File: src/verilog/srs_defines.svh
// Purpose: Bit positions and reset values of the receive status register
// Assumes: 16-bit register, bit 0 the least significant
// Notes:   Definitions only
`ifndef SRS_DEFINES_SVH
`define SRS_DEFINES_SVH

`define SRS_BIT_MODEM_CHANGE 15
`define SRS_BIT_RING         14
`define SRS_BIT_SEND_PERMIT  13
`define SRS_BIT_LINE_SIGNAL  12
`define SRS_BIT_REVERSE_RX   10
`define SRS_BIT_RX_COMPLETE  7
`define SRS_BIT_RX_IRQ_EN    6
`define SRS_BIT_MODEM_IRQ_EN 5
`define SRS_BIT_TAPE_ADVANCE 0

`define SRS_LINE_COUNT       4
`define SRS_BOTH_EDGE_MASK   4'he
`define SRS_RST_BIT          1'b0
`define SRS_RST_WORD         16'h0000

`endif

File: src/verilog/srs_pkg.sv
// Purpose: Shared types of the receive status logic
// Assumes: Nothing beyond the defines header
// Notes:   Line order matches the edge detector generate index
package srs_pkg;

  typedef logic [15:0] srs_word_t;

  typedef enum {
    SRS_LINE_RING,
    SRS_LINE_PERMIT,
    SRS_LINE_SIGNAL,
    SRS_LINE_REVERSE
  } srs_line_t;

endpackage : srs_pkg

File: src/verilog/srs_edge_detect.sv
// Purpose: Transition detector for one modem status line
// Assumes: Line is synchronous to clk
// Notes:   BOTH_EDGES=0 reports rising changes only
`timescale 1ns/1ns
`include "srs_defines.svh"
module srs_edge_detect #(
  parameter bit BOTH_EDGES = 1'b1
) (
  input  wire logic clk,
  input  wire logic rst,
  input  wire logic lineIn,
  output logic      lineLast,
  output logic      edgeSeen
);
  logic next_lineLast;

  always_comb
  begin
    next_lineLast = lineIn;
    if (BOTH_EDGES)
      edgeSeen = lineIn ^ lineLast;
    else
      edgeSeen = lineIn & ~lineLast;
  end

  always_ff @(posedge clk or posedge rst)
  begin
    if (rst)
      lineLast <= `SRS_RST_BIT;
    else
      lineLast <= next_lineLast;
  end

endmodule : srs_edge_detect

File: src/verilog/srs_status.sv
// Purpose: Receive status register with modem change and done flags
// Assumes: All strobes are one-cycle pulses synchronous to clk
// Notes:   Read data is captured on the read strobe and held
// Summary of operation
// - A qualifying modem line transition sets modem-change bit 15 unless bus initialize coincides.
// - Ring sets the modem-change bit only when it rises.
// - Carrier, send permit and reverse rx set it on both edges.
// - Modem-change flag with bit 5 enable raises the receiver request.
// - A status register read clears the modem-change flag unless a qualifying transition coincides.
// - Bus initialize clears the modem-change flag.
// - Ring, permit, signal, reverse rx read in bits 14, 13, 12, 10.
// - Bit 13 reads one while the send permit input is on.
// - Bit 12 reads one while a line signal is being received.
// - Bit 10 follows the reverse channel line, one for space.
// - A stored character sets the receive-complete bit 7.
// - Receive-complete setting clears the receiver-active flag.
// - Receive-complete with bit 6 enable raises the receiver request.
// - Bus initialize clears the receive-complete flag.
// - Receive buffer access clears the receive-complete flag.
// - Tape advance bit set holds receive-complete cleared.
// - Enables in bits 6 and 5 are written, readable, init cleared.
// - After service, no new request until condition or enable drops.
// - Tape advance bit 0 is write-only and reads as zero.
`timescale 1ns/1ns
`include "srs_defines.svh"
module srs_status (
  input  wire logic              clk,
  input  wire logic              rst,
  input  wire logic              busInitialize,
  input  wire logic              statusReadStrobe,
  input  wire logic              statusWriteStrobe,
  input  wire srs_pkg::srs_word_t busDataIn,
  input  wire logic              bufferAccess,
  input  wire logic              charStored,
  input  wire logic              startBitSeen,
  input  wire logic              irqAck,
  input  wire logic              ringIn,
  input  wire logic              sendPermitIn,
  input  wire logic              lineSignalIn,
  input  wire logic              reverseRxIn,
  output srs_pkg::srs_word_t     statusData,
  output logic                   rxIrqRequest,
  output logic                   rxActive,
  output logic                   tapeAdvance
);
  import srs_pkg::*;

  logic [`SRS_LINE_COUNT-1:0] lineNow;
  logic [`SRS_LINE_COUNT-1:0] lineEdge;
  logic                       anyEdge;
  logic                       modemChange;
  logic                       rxComplete;
  logic                       rxIrqEnable;
  logic                       modemIrqEnable;
  logic                       irqArmed;
  logic                       irqCond;
  srs_word_t                  next_statusData;
  logic                       next_modemChange;
  logic                       next_rxComplete;
  logic                       next_rxIrqEnable;
  logic                       next_modemIrqEnable;
  logic                       next_irqArmed;
  logic                       next_rxIrqRequest;
  logic                       next_rxActive;
  logic                       next_tapeAdvance;

  // Register image as software sees it
  function automatic srs_word_t packStatus(
    input logic       change,
    input logic [3:0] lines,
    input logic       done,
    input logic       rxEn,
    input logic       mdEn
  );
    srs_word_t w;
    w = `SRS_RST_WORD;
    w[`SRS_BIT_MODEM_CHANGE] = change;
    w[`SRS_BIT_RING]         = lines[SRS_LINE_RING];
    w[`SRS_BIT_SEND_PERMIT]  = lines[SRS_LINE_PERMIT];
    w[`SRS_BIT_LINE_SIGNAL]  = lines[SRS_LINE_SIGNAL];
    w[`SRS_BIT_REVERSE_RX]   = lines[SRS_LINE_REVERSE];
    w[`SRS_BIT_RX_COMPLETE]  = done;
    w[`SRS_BIT_RX_IRQ_EN]    = rxEn;
    w[`SRS_BIT_MODEM_IRQ_EN] = mdEn;
    return w;
  endfunction : packStatus

  assign lineNow = {reverseRxIn, lineSignalIn, sendPermitIn, ringIn};

  // Ring counts rising changes only, the others every change
  genvar gi;
  generate
    for (gi = 0; gi < `SRS_LINE_COUNT; gi++)
    begin : g_line
      srs_edge_detect #(
        .BOTH_EDGES (1'((`SRS_BOTH_EDGE_MASK >> gi) & 4'h1))
      ) u_edge (
        .clk      (clk),
        .rst      (rst),
        .lineIn   (lineNow[gi]),
        .lineLast (),
        .edgeSeen (lineEdge[gi])
      );
    end
  endgenerate

  assign anyEdge = |lineEdge;
  assign irqCond = (rxComplete & rxIrqEnable)
                 | (modemChange & modemIrqEnable);

  // Flags: initialize first, tape advance hold next, then hardware set beats software clear
  always_comb
  begin
    next_modemChange = modemChange;
    if (busInitialize)
      next_modemChange = 1'b0;
    else if (anyEdge)
      next_modemChange = 1'b1;
    else if (statusReadStrobe)
      next_modemChange = 1'b0;

    next_rxComplete = rxComplete;
    if (busInitialize)
      next_rxComplete = 1'b0;
    else if (tapeAdvance)
      next_rxComplete = 1'b0;
    else if (charStored)
      next_rxComplete = 1'b1;
    else if (bufferAccess)
      next_rxComplete = 1'b0;

    next_rxActive = rxActive;
    if (busInitialize)
      next_rxActive = 1'b0;
    else if (startBitSeen)
      next_rxActive = 1'b1;
    else if (charStored)
      next_rxActive = 1'b0;
  end

  // Control bits loaded from the bus
  always_comb
  begin
    next_rxIrqEnable    = rxIrqEnable;
    next_modemIrqEnable = modemIrqEnable;
    next_tapeAdvance    = tapeAdvance;
    if (busInitialize)
    begin
      next_rxIrqEnable    = 1'b0;
      next_modemIrqEnable = 1'b0;
      next_tapeAdvance    = 1'b0;
    end
    else if (statusWriteStrobe)
    begin
      next_rxIrqEnable    = busDataIn[`SRS_BIT_RX_IRQ_EN];
      next_modemIrqEnable = busDataIn[`SRS_BIT_MODEM_IRQ_EN];
      next_tapeAdvance    = busDataIn[`SRS_BIT_TAPE_ADVANCE];
    end
    else if (startBitSeen)
      next_tapeAdvance = 1'b0;
  end

  // Request is one-shot per assertion of its condition
  always_comb
  begin
    next_irqArmed = irqArmed;
    if (busInitialize || !irqCond)
      next_irqArmed = 1'b1;
    else if (irqAck)
      next_irqArmed = 1'b0;
    next_rxIrqRequest = irqCond & irqArmed & ~irqAck
                      & ~busInitialize;
  end

  // Read data latched at the read strobe
  always_comb
  begin
    next_statusData = statusData;
    if (statusReadStrobe)
      next_statusData = packStatus(modemChange, lineNow, rxComplete,
                                   rxIrqEnable, modemIrqEnable);
  end

  always_ff @(posedge clk or posedge rst)
  begin
    if (rst)
    begin
      modemChange    <= `SRS_RST_BIT;
      rxComplete     <= `SRS_RST_BIT;
      rxActive       <= `SRS_RST_BIT;
      rxIrqEnable    <= `SRS_RST_BIT;
      modemIrqEnable <= `SRS_RST_BIT;
      tapeAdvance    <= `SRS_RST_BIT;
      irqArmed       <= 1'b1;
      rxIrqRequest   <= `SRS_RST_BIT;
      statusData     <= `SRS_RST_WORD;
    end
    else
    begin
      modemChange    <= next_modemChange;
      rxComplete     <= next_rxComplete;
      rxActive       <= next_rxActive;
      rxIrqEnable    <= next_rxIrqEnable;
      modemIrqEnable <= next_modemIrqEnable;
      tapeAdvance    <= next_tapeAdvance;
      irqArmed       <= next_irqArmed;
      rxIrqRequest   <= next_rxIrqRequest;
      statusData     <= next_statusData;
    end
  end
endmodule : srs_status

File: config.mk
export PLATFORM = sky130hd
export DESIGN_NAME = srs_status
export DESIGN_NICKNAME = d
export VERILOG_FILES = /design/src/verilog/srs_pkg.sv /design/src/verilog/srs_edge_detect.sv /design/src/verilog/srs_status.sv
export VERILOG_INCLUDE_DIRS = /design/src /design/src/verilog
export SDC_FILE = /design/constraint.sdc
export NUM_CORES = 1
export LEC_CHECK = 0
export BUFFER_PORTS_ARGS = -buffer_cell sky130_fd_sc_hd__buf_4
export CAP_MARGIN = 20
export CORE_MARGIN = 4
export CORE_UTILIZATION = 35
export CTS_CLUSTER_SIZE = 28
export DETAILED_ROUTE_END_ITERATION = 16
export MAX_ROUTING_LAYER = met4
export PLACE_DENSITY = 0.62
export REMOVE_ABC_BUFFERS = 1
export SLEW_MARGIN = 5
export SYNTH_ARGS = -nofsm -noshare
export SYNTH_HDL_FRONTEND = slang
export SYNTH_SLANG_ARGS = --single-unit
File: constraint.sdc
create_clock -name clk -period 1.5 [get_ports clk]
set_clock_uncertainty 0.15 [all_clocks]
set_input_delay 0 -clock clk [delete_from_list [all_inputs] [get_ports clk]]
set_output_delay 0 -clock clk [all_outputs]
set_load 0.02 [all_outputs]
# Word level (Yosys, flattened, before mapping)
# Cells that the tools add are included.
# totals
out_inout_bits	19
register_bits	20
word_cells	54
inputBits	29
# classes
muxes	19
bitwise	13
reduce_logical	9
# op_table
op	count
$mux W1	19
$reduce_bool A3 Y1	3
$and A1 B1 Y1	6
$reduce_bool A2 Y1	2
$reduce_bool A4 Y1	1
$reduce_or A4 Y1	1
$not A1 Y1	3
$xor A1 B1 Y1	3
$logic_not A1 Y1	1
$logic_or A1 B1 Y1	1
$or A1 B1 Y1	1

# Depth between registers and ports, before layout
# Gate-level depths: netlist (run 1).
# logic_depth
ltp_word	5
ltp_mapped	4
ltp_nobuf	3

# Modules after synthesis
# From an unflattened synthesis (run 1), not the netlist that was laid out.
# hier_totals
hier_cells	67
area_unflattened_um2	844.6
# by_module_without_submodules
mod	instances	area_each_um2	cells_per_inst	seq_area_each_um2
srs_status	1	689.4	55	401.6
srs_edge_detect at g_line[1].u_edge ...	3	37.5	3	25.0
srs_edge_detect at g_line[0].u_edge	1	42.5	3	25.0

# Least setup slack after synthesis (run 1)
# Ideal clock, no wire load.
# synth_path
path_type	register to register
from	reg tapeAdvance (netlist name)
to	reg tapeAdvance
slack_ns	0.478
stages_incl_launch_ff	4
t_required_ns	1.222
arrival_time_ns	0.743
synth_period_minus_slack_ns	1.022
cell_sequence	dfrtp_1 -> nor3b_1 -> a21oi_1 -> nor2_1
# synth_rtl
element	line_no	rtl
end signal: assignment	srs_status.sv:193	tapeAdvance <= `SRS_RST_BIT;
end signal: assignment	srs_status.sv:205	tapeAdvance <= next_tapeAdvance;
end: declaration	srs_status.sv:44	output logic tapeAdvance

# Worst setup path in the final report (run 1)
# layout_path
from	in statusWriteStrobe
to	reg rxIrqEnable
# layout_via
elab_chain_len	1
# layout_lines
element	line_no	rtl
start: declaration	srs_status.sv:31	input wire logic statusWriteStrobe,
$reduce_bool A2 Y1 (no source line)	--	
end signal: assignment	srs_status.sv:191	rxIrqEnable <= `SRS_RST_BIT;
end signal: assignment	srs_status.sv:203	rxIrqEnable <= next_rxIrqEnable;
end: declaration	srs_status.sv:53	logic rxIrqEnable;
# Every way passes these cells.
# A chain may end at the register's enable or synchronous reset.

==> results.py, run 1 <==
metrics = {
    "run_status": {
        "status": "finished, final reports clean",
    },
    "logic_synthesis": {
        "synth_largest_area_cell": "dfrtp_1",
        "synthTopCellsByArea": "dfrtp_1 58%, mux2_2 11%, buf_4 7.3%",
        "yosys_warnings": 0,
        "synth_area_um2": 826,
        "syn_avg_cell_area_um2": 12.7,
        "yosysUniqueCellTypes": 21,
        "ys_ff_latch": 20,
        "synth_top_area_share_pct": 57.6,
        "synth_cells": 65,
        "synth-seq-area-share_pct": 60.8,
    },
    "worst_hold_path": {
        "hp-class": "input port to asynchronous set/reset pin",
    },
    "clock_tree": {
        "cts-hold-fix-buffers": 18,
        "max-clock-path-buffers": 2,
        "root_buffer": "clkbuf_4",
        "clock_sink_count": 20,
        "clk_latency_ps": 290,
        "clk_pin_slew_ps": 110,
        "cts_max_level": 1,
        "cts_buffers": 3,
        "cts_setup_buffers": 0,
        "cts_tree": "yes",
        "ctsResizeCount": 0,
    },
    "route": {
        "wl_met3_um": 131,
        "met2_wirelength_um": 843,
        "num_vias": 598,
        "drt_pass1_iterations": 2,
        "via_per_inst": 4.30,
        "avgRoutedWirePerCell_um": 11.8,
        "wl_met1_um": 662,
        "antenna_left": 0,
        "dr.first_iter.drc_count": 4,
        "drc": 0,
        "maxUsedRoutingLayer": "met3",
        "wl_um": 1640,
    },
    "die": {
        "row_count": 17,
        "die_y_um": 56.6,
        "core_um2": 2230,
        "num_io_pins": 48,
        "die-area_um2": 3200,
        "start_util_pct": 37.0,
        "die_w_um": 56.6,
    },
    "setup_path": {
        "crit_family": "buffers and inverters",
        "critPathKind": "input port to register",
        "crit_chain": "dlygate4sd3_1 > buf_4 > mux2i_1 > dlygate4sd3_1 > nor2_1",
        "crit_fanout": 4,
        "cp-start-kind": "input port",
        "critPathMostFrequentCell": "dlygate4sd3_1",
        "max_stage_delay_ps": 570,
        "rrSetupSlack_ps": 90,
        "crit_required_ps": 1550,
        "regToRegEndpoint": "rxComplete$_DFFE_PP0P_",
        "critical_path_buf_inv_count": 3,
        "r2r-start": "rxComplete$_DFFE_PP0P_",
        "cp.arrival_ps": 1460,
        "r2r.worst_path.cells": 3,
        "cp_slowest_cell": "dlygate4sd3_1",
        "end_kind": "register",
    },
    "placement": {
        "gp_congestion": 0.711,
        "place_hpwl_um": 1150,
        "placed_area_um2": 1010,
        "io_buffer_count": 26,
        "place_ws_ps": 431,
    },
    "timing": {
        "max_freq_mhz": 707,
        "hold-worst-slack_ps": 135,
        "period_needed_ps": 1420,
        "hold_viol_final": 0,
        "setup_violations": 0,
        "final_max_slew_viol_count": 0,
        "setup_ws_ps": 84.6,
        "post-route-period-util_pct": 94.4,
        "setup_tns_ps": 0,
        "rsz0062_at_grt": "false",
    },
    "global_routing": {
        "grt_max_degree": 21,
        "antenna_found_initial": 0,
        "track_usage_pct": 11.6,
        "grt_pass1_vias": 637,
        "grt_overflow_total": 0,
        "grt_pass1_wl_um": 2820,
    },
    "finish": {
        "filler_cell_count": 197,
        "final-seq-area_um2": 502,
        "area_growth_pct": 49.1,
        "stdcell_area_um2": 1230,
        "diodes": 0,
        "finalNetCount": 141,
        "multiInputGateArea_um2": 253,
        "drive_above_1_share_pct": 37.8,
    },
    "job": {
        "drv_cap": 0,
    },
    "power_and_ir_drop": {
        "peakVddDrop_uv": 575,
        "p_total_uw": 1140,
        "powerDensity_nw_per_um2": 930,
        "p_leak_uw": 0.000614,
    },
}
-- routing by layer --
layer	up-vias	global-route usage [%]
li1	288	-
met1	286	12.6
met2	24	20.5
met3	0	2.99
met4	0	4.07
met5	-	-
-- worst max-delay path by stage --
stage | slack, ps | to | from | depth (start not counted)
floorplan | 480 | modemChange$_DFFE_PP0P_ | g_line[2].u_edge.lineLast$_DFF_PP0_ | 3
global placement | 450 | rxIrqRequest$_DFF_PP0_ | irqArmed$_DFFE_PP1P_ | 2
detailed placement | 430 | modemChange$_DFFE_PP0P_ | g_line[2].u_edge.lineLast$_DFF_PP0_ | 3
CTS | 90 | rxComplete$_DFFE_PP0P_ | rxComplete$_DFFE_PP0P_ | 3
global route | 10 | rxIrqEnable$_DFFE_PP0P_ | rxIrqEnable$_DFFE_PP0P_ | 3
finish | 80 | rxIrqEnable$_DFFE_PP0P_ | statusWriteStrobe | 5
-- state kept, by name, summed over array words and instances (netlist names) --
| name | cells |
|---|---|
| tapeAdvance | 1 |
| irqArmed | 1 |
| rxActive | 1 |
| g_line.u_edge.lineLast | 4 |
| rxComplete | 1 |
| statusData | 8 |
| modemChange | 1 |
| rxIrqRequest | 1 |
| rxIrqEnable | 1 |
| modemIrqEnable | 1 |
-- cells in the mapped netlist --
library cell and count:
dfrtp_1 19, buf_4 8, mux2_2 8, inv_1 5, nor2_1 5, a21oi_1 3
mux2i_1 2, xnor2_1 2, a221oi_2 1, a22oi_1 1, a31oi_1 1, buf_6 1
clkbuf_1 1, conb_1 1, dfstp_2 1, inv_2 1, nor3_1 1, nor3b_1 1
nor4_1 1, o21ai_0 1, xor2_1 1
-- stage by stage --
stage	util, %	instances
3_3_place_gp	45.4	117
3_5_place_dp	45.4	117
4_1_cts	55.1	139
6_report	55.1	139
2_1_floorplan	-	62
5_1_grt	55.1	139
-- worst reg2reg max path, stage by stage, from the launching register on --
cell,delay (ps)
dfrtp_1,420
a21oi_1,140
dlygate4sd3_1,560
nor3_1,40
-- cell usage in the layout, fill, tap and decap left out, types with 2 or more instances in the layout --
cell type      count
buf_4             27
conb_1             8
clkbuf_4           3
inv_1              5
mux2_2             8
dlygate4sd3_1     18
mux2i_1            2
a21oi_1            3
nor2_1             5
xnor2_1            2
dfrtp_1           19
-- cell families (layout without fill, tap and decap cells) --
| kind of cell | after synthesis | after routing | share of synthesized area, % |
|---|---|---|---|
| DFF | 20 | 20 | 60.8 |
| buffers and inverters | 16 | 55 | 11.8 |
| muxes | 10 | 10 | 13.3 |
| and+or+nand+nor | 8 | 8 | 4.55 |
| AOI/OAI and AO/OA | 7 | 7 | 5.91 |
| xor gates and xnor gates | 3 | 3 | 3.18 |
| other | 1 | 8 | 0.454 |
-- layout make-up --
| cell class | count | share of cell area [%] |
|---|---|---|
| clock buffers | 4 | 2.95 |
| inverters | 6 | 1.83 |
| multi-input cells | 36 | 20.5 |
| flip-flops and latches | 20 | 40.8 |
| well taps | 28 | 2.85 |
| repair buffers | 45 | 31.1 |
-- where the power goes --
group,leakage [µW],switching (µW),total (µW),internal [µW]
clock,0.0000210,161,309,148
sequential,0.000247,21.2,598,577
combinational,0.000347,112,238,126
total,0.000614,294,1140,850
No activity file was read; power rests on OpenSTA's default activity.
==> run 2: changes to the inputs <==
- PLACE_DENSITY: 0.62 -> 0.66
- SKIP_LAST_GASP: default -> 1
==> results.py, run 2 (synthesis results as in run 1) <==
metrics = {
    "route": {
        "drc": 0,
        "dr.first_iter.drc_count": 5,
        "avgRoutedWirePerCell_um": 12.9,
        "num_vias": 612,
        "via_per_inst": 4.40,
        "drt_pass1_iterations": 4,
        "wl_um": 1800,
        "antenna_left": 0,
    },
    "global_routing": {
        "grt_pass1_wl_um": 3110,
        "antenna_found_initial": 0,
        "track_usage_pct": 13.1,
        "grt_max_degree": 13,
        "grt_pass1_vias": 661,
        "grt_overflow_total": 0,
    },
    "finish": {
        "finalNetCount": 141,
        "biggestRegsByFlops": "statusData: 8 flops, g_line.u_edge.lineLast: 4 flops",
        "regMostFlops": "statusData",
        "filler_cell_count": 202,
        "layout.core_utilization_pct": 55.9,
        "drive_above_1_share_pct": 37.8,
        "final_cell_mix": "27 x buf_4, 19 x dfrtp_1, 18 x dlygate4sd3_1",
        "largest_reg_flops": 8,
        "stdcell_count": 139,
        "area_growth_pct": 51.1,
        "diodes": 0,
        "stdcell_area_um2": 1250,
        "mostFrequentLayoutCell": "buf_4",
    },
    "setup_path": {
        "cp-start-kind": "register",
        "crit_required_ps": 1550,
        "r2r-start": "rxComplete$_DFFE_PP0P_",
        "cp.arrival_ps": 1470,
        "rrSetupSlack_ps": 70,
        "end_kind": "register",
        "cp_slowest_cell": "dlygate4sd3_1",
        "crit_chain": "a21oi_1 > dlygate4sd3_1 > nor3_1",
        "critical_path_buf_inv_count": 1,
        "crit_family": "buffers and inverters",
        "critPathKind": "register to register",
        "max_stage_delay_ps": 560,
        "regToRegEndpoint": "rxComplete$_DFFE_PP0P_",
        "crit_fanout": 3,
        "r2r.worst_path.cells": 3,
    },
    "timing": {
        "max_freq_mhz": 701,
        "rsz0062_at_grt": "false",
        "hold_viol_final": 0,
        "final_max_slew_viol_count": 0,
        "period_needed_ps": 1430,
        "post-route-period-util_pct": 95.1,
        "setup_violations": 0,
        "setup_tns_ps": 0,
    },
    "power_and_ir_drop": {
        "peakVddDrop_uv": 654,
        "powerDensity_nw_per_um2": 1030,
        "p_leak_uw": 0.000621,
    },
    "placement": {
        "dp.cells": 117,
        "placed_area_um2": 1010,
        "place_hpwl_um": 1150,
        "gp_congestion": 0.741,
        "io_buffer_count": 26,
    },
    "clock_tree": {
        "cts_tree": "yes",
        "clock_sink_count": 20,
        "cts_setup_buffers": 0,
        "cts_max_level": 1,
        "root_buffer": "clkbuf_4",
        "max-clock-path-buffers": 2,
        "clk_pin_slew_ps": 120,
        "clk_latency_ps": 300,
        "cts_buffers": 3,
    },
    "die": {
        "num_io_pins": 48,
        "die_w_um": 56.6,
        "die_y_um": 56.6,
        "row_count": 17,
        "start_util_pct": 37.0,
        "die-area_um2": 3200,
        "core_um2": 2230,
    },
    "run_status": {
        "status": "finished, final reports clean",
    },
    "worst_hold_path": {
        "hp-class": "input port to asynchronous set/reset pin",
    },
    "job": {
        "drv_cap": 0,
    },
}
run 2: cell types whose count changed in the layout (fill, tap and decap cells not counted), sizes merged:
cell    delta
bufinv     +1
clkbuf     -1
run 2: repair_timing:
action                                 CTS  global route
resized for setup                        0             0
setup endpoints to repair                0             0
endpoints found under the hold margin   40             0
hold buffers                            18             0
run 2: per-stage QoR:
| stage | hold slack [ps] | total power, µW | setup slack [ps] |
|---|---|---|---|
| 2_1_floorplan | -187 | 710 | 485 |
| 5_1_grt | 120 | 1340 | 31.1 |
| 4_1_cts | 74.7 | 1290 | 92.3 |
| 3_3_place_gp | -160 | 804 | 452 |
| 6_report | 82.1 | 1280 | 73.9 |
| 3_5_place_dp | -127 | 809 | 430 |
run 2: worst max-delay path by stage:
stage	startpoint	to	slack, ps	depth (start not counted)
3_3_place_gp	g_line[2].u_edge.lineLast$_DFF_PP0_	modemChange$_DFFE_PP0P_	450	3
6_report	rxComplete$_DFFE_PP0P_	rxComplete$_DFFE_PP0P_	70	3
3_5_place_dp	irqArmed$_DFFE_PP1P_	rxIrqRequest$_DFF_PP0_	430	2
5_1_grt	rxActive$_DFFE_PP0P_	rxActive$_DFFE_PP0P_	30	3
4_1_cts	rxComplete$_DFFE_PP0P_	rxComplete$_DFFE_PP0P_	90	3
2_1_floorplan	g_line[2].u_edge.lineLast$_DFF_PP0_	modemChange$_DFFE_PP0P_	480	3
run 2: cell type report:
cell class,count,area [µm²],area share (%)
inverters,6,22.5,1.81
repair buffers,45,383,30.7
flip-flops and latches,20,502,40.2
clock inverters,1,30.0,2.41
multi-input cells,36,253,20.3
well taps,28,35.0,2.81
clock buffers,3,22.5,1.81
run 2: where the power goes:
group	switching, µW	internal, µW
Combinational	114	126
Clock	173	270
Sequential	21.8	577
Total	308	973
run 2: per-layer routing:
| layer | GRT usage [%] | vias to the layer above | wire length (µm) |
|---|---|---|---|
| met5 | - | - | 0 |
| met4 | 5.08 | 0 | 16 |
| met3 | 2.30 | 2 | 112 |
| met2 | 22.1 | 25 | 965 |
| met1 | 15.4 | 296 | 702 |
| li1 | - | 289 | - |
run 2: worst reg2reg max path: cells and delay by family (launching register included):
kind                   cells  cell delay [ps]
buffers and inverters      1              560
DFF                        1              420
AOI/OAI and AO/OA          1              140
and+or+nand+nor            1               50
